[src/design/mbb_pkg.sv]
// package for the muxed byte bus host port
package mbb_pkg;
  localparam int DATA_W = 8;
  localparam int OSC_HZ = 32768;
  localparam int SYS_HZ = 20000000;
  // sys_clk cycles per timebase tick, rounded down
  localparam int TICK_CYC = SYS_HZ / OSC_HZ;

  typedef struct packed {
    logic addr_strobe;
    logic data_strobe;
    logic rw;
    logic cs_n;
  } mbb_ctl_s;

  typedef struct packed {
    logic [DATA_W-1:0] addr;
    logic [DATA_W-1:0] data;
    logic wr;
  } mbb_req_s;
endpackage

[src/design/mbb_host_port.sv]
// muxed address/data host port, device side
`timescale 1ns/1ps
// Operation
// - a high bus_style_select chooses strobe-style timing, low or open chooses write-enable-style timing.
// - the host drives the address first and the device latches it on the falling address_strobe.
// - in strobe style write data is latched on the falling data_strobe.
// - in write-enable style write data is latched on the rising edge of the read/write line.
// - in strobe style read data is driven while data_strobe and read/write are both high.
// - in write-enable style read data is driven while data_strobe is low and read/write high.
// - in strobe style the read ends and the lines float when data_strobe falls.
// - in write-enable style the read ends and the lines float when data_strobe rises.
// - the timebase is a 32.768kHz source, own crystal or external, with osc_output floating for external.
// - chip select must stay low over the strobes, and a cycle without it latches the address only.
// - the latched address is dropped at the next rising address_strobe, and until then it serves every access that follows.
// - below the power-fail threshold chip select is ignored and every access is blocked.
module mbb_host_port (
  input wire logic sys_clk,
  input wire logic rstn,
  input wire logic bus_style_select,
  input wire mbb_pkg::mbb_ctl_s ctl_pins,
  input wire logic [mbb_pkg::DATA_W-1:0] shared_bus_lines_i,
  output logic [mbb_pkg::DATA_W-1:0] shared_bus_lines_o,
  output logic shared_bus_lines_oe,
  input wire logic power_fail,
  input wire logic ext_osc_sel,
  input wire logic osc_input,
  output logic osc_output,
  output logic osc_output_oe,
  output logic tick_q,
  output mbb_pkg::mbb_req_s req_q,
  output logic req_valid_q,
  output logic rd_strobe_q,
  output logic [mbb_pkg::DATA_W-1:0] rd_addr_q,
  input wire logic [mbb_pkg::DATA_W-1:0] rd_data
);
  logic [7:0] pins_s;
  logic [mbb_pkg::DATA_W-1:0] bus_s;
  mbb_pkg::mbb_ctl_s c, p;
  logic style_s;
  logic pf_s;
  logic osc_s, osc_p;
  logic [mbb_pkg::DATA_W-1:0] addr_q;
  logic addr_ok_q;
  logic sel;

  mbb_sync #(.W(8)) u_sync_ctl (
    .sys_clk(sys_clk),
    .rstn(rstn),
    .async_in({bus_style_select, ctl_pins, power_fail, osc_input, ext_osc_sel}),
    .sync_out(pins_s)
  );
  mbb_sync #(.W(mbb_pkg::DATA_W)) u_sync_bus (
    .sys_clk(sys_clk),
    .rstn(rstn),
    .async_in(shared_bus_lines_i),
    .sync_out(bus_s)
  );

  logic ext_s;
  assign style_s = pins_s[7];
  assign c = pins_s[6:3];
  assign pf_s = pins_s[2];
  assign osc_s = pins_s[1];
  assign ext_s = pins_s[0];
  // chip select masked under power fail
  assign sel = !c.cs_n && !pf_s;

  always_ff @(posedge sys_clk)
  begin
    // same level as the synchroniser reset, so no false strobe edge follows reset
    if (!rstn)
      p <= '0;
    else
      p <= c;
  end

  // address latch
  always_ff @(posedge sys_clk)
  begin
    if (!rstn)
    begin
      addr_q <= 8'h00;
      addr_ok_q <= 1'b0;
    end
    else if (p.addr_strobe && !c.addr_strobe)
    begin
      addr_q <= bus_s;
      addr_ok_q <= 1'b1;
    end
    else if (!p.addr_strobe && c.addr_strobe)
      addr_ok_q <= 1'b0;
  end

  // write capture: strobe style on falling data_strobe, else on rising rw
  logic wr_edge;
  assign wr_edge = style_s ? (p.data_strobe && !c.data_strobe && !c.rw)
                       : (!p.rw && c.rw);
  always_ff @(posedge sys_clk)
  begin
    if (!rstn)
    begin
      req_q <= '0;
      req_valid_q <= 1'b0;
    end
    else
    begin
      req_valid_q <= wr_edge && sel && addr_ok_q;
      if (wr_edge && sel && addr_ok_q)
      begin
        req_q.addr <= addr_q;
        req_q.data <= bus_s;
        req_q.wr <= 1'b1;
      end
    end
  end

  // read window; drive ends with the data_strobe edge that closes it
  logic rd_win;
  assign rd_win = sel && addr_ok_q && c.rw
    && (style_s ? c.data_strobe : !c.data_strobe);
  always_ff @(posedge sys_clk)
  begin
    if (!rstn)
    begin
      shared_bus_lines_oe <= 1'b0;
      shared_bus_lines_o <= 8'h00;
      rd_strobe_q <= 1'b0;
      rd_addr_q <= 8'h00;
    end
    else
    begin
      shared_bus_lines_oe <= rd_win;
      shared_bus_lines_o <= rd_win ? rd_data : 8'h00;
      rd_strobe_q <= rd_win && !shared_bus_lines_oe;
      rd_addr_q <= addr_q;
    end
  end

  // timebase: one tick per 32.768kHz period
  always_ff @(posedge sys_clk)
  begin
    if (!rstn)
    begin
      osc_p <= 1'b0;
      tick_q <= 1'b0;
      osc_output <= 1'b0;
      osc_output_oe <= 1'b0;
    end
    else
    begin
      osc_p <= osc_s;
      tick_q <= osc_s && !osc_p;
      osc_output <= !osc_s;
      osc_output_oe <= !ext_s; // external source leaves the output floating
    end
  end

  property p_rd_drive;
    @(posedge sys_clk) disable iff (!rstn) rd_win |=> shared_bus_lines_oe;
  endproperty
  a_rd_drive: assert property (p_rd_drive)
    else $error("read data not driven");

  property p_rd_release;
    @(posedge sys_clk) disable iff (!rstn) !rd_win |=> !shared_bus_lines_oe;
  endproperty
  a_rd_release: assert property (p_rd_release)
    else $error("bus not released");

  property p_rd_data;
    @(posedge sys_clk) disable iff (!rstn) shared_bus_lines_oe |-> shared_bus_lines_o == $past(rd_data);
  endproperty
  a_rd_data: assert property (p_rd_data)
    else $error("read data wrong");

  property p_rd_end_strobe;
    @(posedge sys_clk) disable iff (!rstn)
      (style_s && p.data_strobe && !c.data_strobe) |=> !shared_bus_lines_oe;
  endproperty
  a_rd_end_strobe: assert property (p_rd_end_strobe)
    else $error("bus held after falling data strobe");

  property p_rd_end_we;
    @(posedge sys_clk) disable iff (!rstn)
      (!style_s && !p.data_strobe && c.data_strobe) |=> !shared_bus_lines_oe;
  endproperty
  a_rd_end_we: assert property (p_rd_end_we)
    else $error("bus held after rising data strobe");

  property p_pf_block;
    @(posedge sys_clk) disable iff (!rstn) pf_s |=> !req_valid_q;
  endproperty
  a_pf_block: assert property (p_pf_block)
    else $error("access under power fail");

  property p_cs_block;
    @(posedge sys_clk) disable iff (!rstn) c.cs_n |=> !req_valid_q && !shared_bus_lines_oe;
  endproperty
  a_cs_block: assert property (p_cs_block)
    else $error("access without select");

  property p_addr_clear;
    @(posedge sys_clk) disable iff (!rstn) (!p.addr_strobe && c.addr_strobe) |=> !addr_ok_q;
  endproperty
  a_addr_clear: assert property (p_addr_clear)
    else $error("address not dropped");

  property p_addr_latch;
    @(posedge sys_clk) disable iff (!rstn) (p.addr_strobe && !c.addr_strobe) |=> addr_q == $past(bus_s);
  endproperty
  a_addr_latch: assert property (p_addr_latch)
    else $error("address not latched");

  property p_wr_data;
    @(posedge sys_clk) disable iff (!rstn)
      (wr_edge && sel && addr_ok_q) |=> req_valid_q && req_q.data == $past(bus_s);
  endproperty
  a_wr_data: assert property (p_wr_data)
    else $error("write lost");

  property p_wr_once;
    @(posedge sys_clk) disable iff (!rstn) req_valid_q |=> !req_valid_q;
  endproperty
  a_wr_once: assert property (p_wr_once)
    else $error("write repeated");

  property p_osc_float;
    @(posedge sys_clk) disable iff (!rstn) ext_s |=> !osc_output_oe;
  endproperty
  a_osc_float: assert property (p_osc_float)
    else $error("osc output not floated");

  c_write: cover property (@(posedge sys_clk) req_valid_q);
  c_read: cover property (@(posedge sys_clk) rd_strobe_q);
  c_we_read: cover property (@(posedge sys_clk) !style_s && rd_strobe_q);
  c_tick: cover property (@(posedge sys_clk) tick_q);
endmodule // mbb_host_port

[src/design/mbb_sync.sv]
// two-flop synchroniser, one per bit
`timescale 1ns/1ps
module mbb_sync #(
  parameter int W = 1
) (
  input wire logic sys_clk,
  input wire logic rstn,
  input wire logic [W-1:0] async_in,
  output logic [W-1:0] sync_out
);
  logic [W-1:0] meta_q;
  always_ff @(posedge sys_clk)
  begin
    if (!rstn)
    begin
      meta_q <= '0;
      sync_out <= '0;
    end
    else
    begin
      meta_q <= async_in;
      sync_out <= meta_q;
    end
  end
endmodule // mbb_sync

[config.mk]
export PLATFORM = sky130hd
export DESIGN_NAME = mbb_host_port
export DESIGN_NICKNAME = d
export VERILOG_FILES = /design/src/design/mbb_pkg.sv /design/src/design/mbb_host_port.sv /design/src/design/mbb_sync.sv
export SDC_FILE = /design/constraint.sdc
export NUM_CORES = 1
export LEC_CHECK = 0
export BUFFER_PORTS_ARGS = -buffer_cell sky130_fd_sc_hd__buf_2
export CAP_MARGIN = 25
export CORE_MARGIN = 2
export CORE_UTILIZATION = 50
export CTS_CLUSTER_DIAMETER = 50
export DETAILED_ROUTE_END_ITERATION = 10
export PLACE_DENSITY = 0.78
export SYNTH_ARGS = -nofsm -noshare
export SYNTH_HDL_FRONTEND = slang
export SYNTH_SLANG_ARGS = --single-unit
export TNS_END_PERCENT = 100
[constraint.sdc]
create_clock -name sys_clk -period 2.4 [get_ports sys_clk]
set_input_delay 0.24 -clock sys_clk [delete_from_list [all_inputs] [get_ports sys_clk]]
set_output_delay 0.24 -clock sys_clk [all_outputs]
set_load 0.1 [all_outputs]
==> flow_summary_export.csv <==
group,metric,value,unit
sta,final-max-slew-violation-count,0,
clock_tree,cts_hold_buf,0,
logic_synthesis,yosys_warnings,0,
power_and_ir_drop,ir_drop,454,uV
route,wl_per_cell,11.0,um
final_layout,num-fill-cells,465,
sta,setup_slack,0.504,ns
final_layout,drive_gt1_share,27.8,%
logic_synthesis,synth_common_cells,"84 x dfxtp_1, 53 x and2_1, 24 x nand2_1",
worst_setup_path,cp.arrival,2.09,ns
logic_synthesis,synth_mux_area_share,6.46,%
power_and_ir_drop,p_total,2.47,mW
global_route,grt.total_usage,14.7,%
clock_tree,post_cts_resize_count,0,
sta,worstMarginPinSlew,0.714,ns
sta,hold_slack,0.0951,ns
clock_tree,numCtsBuffers,9,
worst_hold_path,hold_path_class,"input port to register",
power_and_ir_drop,p_leak,1.37,nW
route,drc,0,
status,status,"completed",
logic_synthesis,yosysMostFrequentCell,"dfxtp_1",
sta,rsz0062_at_grt,"false",
final_layout,final_nets,321,
clock_tree,clk_latency,0.34,ns
die,die_h,76.6,um
final_layout,design_area,3170,um^2
sta,max-slew-margin-rel,52.4,%
sta,finalCritPeriodShare,79.0,%
sta,max_freq,527,MHz
logic_synthesis,syn-num-nets,256,
logic_synthesis,synth-xor-area-share,0.332,%
placement,place_congestion,0.810,
worst_setup_path,critPathKind,"register to register",
logic_synthesis,synth_edf_count,0,
clock_tree,cts_root_buf,"clkbuf_8",
clock_tree,postCtsSetupRepairBufs,0,
clock_tree,cts_tree,"built",
die,die_area,5870,um^2
job,maxCapViolCount,0,
logic_synthesis,synth_cell_type_count,19,
worst_setup_path,cp-start-kind,"register",
sta,skew,0.00765,ns
logic_synthesis,synth_simple_gate_area_share,21.5,%
route,drt_wl_total,4040,um
final_layout,register_area,1680,um^2
placement,numPortBuffers,64,
global_route,antenna_found_initial,0,
logic_synthesis,syn_inst,229,
die,initial_core_util,51.6,%
logic_synthesis,synth-main-ff-cell,"dfxtp_1",
sta,finalHoldViolations,0,
worst_setup_path,cp_data_required_time,2.59,ns
placement,hpwl,2770,um
clock_tree,clkTransAtPathRegs,0.07,ns
die,fp.coreArea,5110,um^2
logic_synthesis,synth_top_family_by_area,"simple AND/OR/NAND/NOR gates",
worst_setup_path,worst_setup_path_end_kind,"register",
final_layout,multi_input_area,872,um^2
logic_synthesis,yosys.area.top_type,"dfxtp_1",
final_layout,stdcell_count,369,
global_route,grt_max_degree,34,
placement,dp.cells,353,
logic_synthesis,ys_top_cells_by_area,"dfxtp_1 64%, and2_1 13%, mux2i_1 6.5%, nand2_1 3.4%, nor2b_1 3.1%",
clock_tree,cts_max_path_buffers,2,
final_layout,postLayoutCoreUtil,62.1,%
power_and_ir_drop,powerDensity,777,nW/um^2
logic_synthesis,synth_top_area_share,63.8,%
route,viasPerCell,4.49,
route,ant_nets,0,
placement,dpl_cell_area,2990,um^2
final_layout,diodes,0,
final_layout,areaGrowthSynthToFinish,20.4,%
global_route,grt_pass1_vias,1544,
logic_synthesis,synthAdderAreaFrac,0.475,%
logic_synthesis,yosysSeqAreaShare,63.8,%
global_route,overflow,0,
sta,setup_violations,0,
global_route,grt_pass1_wl,6760,um
route,dr.first_iter.drc_count,66,
die,die_width,76.6,um
logic_synthesis,async_flop_share,0,%
placement,pre_cts_slack,0.484,ns
die,ioPinCount,65,
logic_synthesis,synthesis.area,2640,um^2
die,num_rows,26,
sta,period_minus_slack,1.90,ns
sta,tns,0,ns
route,drtPass1Iterations,4,
clock_tree,cts.sinks,84,
worst_setup_path,path_max_fanout,18,
clock_tree,h-tree-depth,3,
logic_synthesis,syn_avg_cell_area,11.5,um^2
logic_synthesis,ys_seq_elements,84,
route,vias,1658,
logic_synthesis,synth_compound_area_share,4.37,%
## metal layers
layer,wire (um),vias to the layer above,part of all wire (%),track usage (%)
li1,-,859,-,-
met1,1820,739,45,16.7
met2,1890,49,47,24.5
met3,232,11,5.7,4.15
met4,98,0,2.4,8.73
met5,0,-,0,0
## final cells by class
cell class	count	area share, %
Multi-Input combinational cell	131	27.5
Timing Repair Buffer	67	10.8
Clock inverter	4	1.58
Sequential cell	84	53.0
Clock buffer	12	4.26
Tap cell	70	2.76
Inverter	1	0.118
## state kept, by name, indices dropped and copies added (netlist names)
signal and count:
u_sync_ctl.meta_q 8, req_q 17, osc_output_oe 1, tick_q 1
rd_addr_q 8, osc_output 1, addr_ok_q 1, addr_q 8
u_sync_bus.meta_q 8, p 3, rd_strobe_q 1, shared_bus_lines_o 8
shared_bus_lines_oe 1, u_sync_bus.sync_out 8, osc_p 1, req_valid_q 1
u_sync_ctl.sync_out 8
## worst max-delay path, stage by stage, from the launching register on
cell and delay, ns:
dfxtp_1 0.42, nor4bb_4 0.46, o21a_1 0.65, o21ai_0 0.22
## cell usage in the layout, fill, tap and decap left out, types with 2 or more instances in the layout
master      instances
mux2i_1            17
and2_1             53
clkbuf_8            9
o21a_1              2
clkbuf_1            3
buf_2              64
dfxtp_1            84
o21ai_0             8
o211ai_1            8
nand2_1            24
clkinvlp_4          2
nor2b_1            13
buf_4               3
## logic make-up after synthesis
logic type	after synthesis
muxes	17
adders and majority gates	1
buffers and inverters	14
xor gates and xnor gates	1
and+or+nand+nor	94
AOI/OAI and AO/OA	18
DFF	84
## report_power, final
group | switching, mW | internal, mW
registers | 0.0108 | 1.42
clock network | 0.454 | 0.480
logic | 0.0558 | 0.0417
total | 0.521 | 1.95
## path summary, 6_finish.rpt
path / slack (ns) / cells past startpoint / end / from
max reg2reg: 0.50 / 3 / req_q[14] / u_sync_ctl.sync_out[7]
min reg2reg: 0.38 / 1 / osc_output_oe / u_sync_ctl.sync_out[0]
min: 0.1 / 2 / shared_bus_lines_o[7] / rd_data[7]
max: 0.50 / 3 / req_q[14] / u_sync_ctl.sync_out[7]
(Power assumes the default switching activity.)
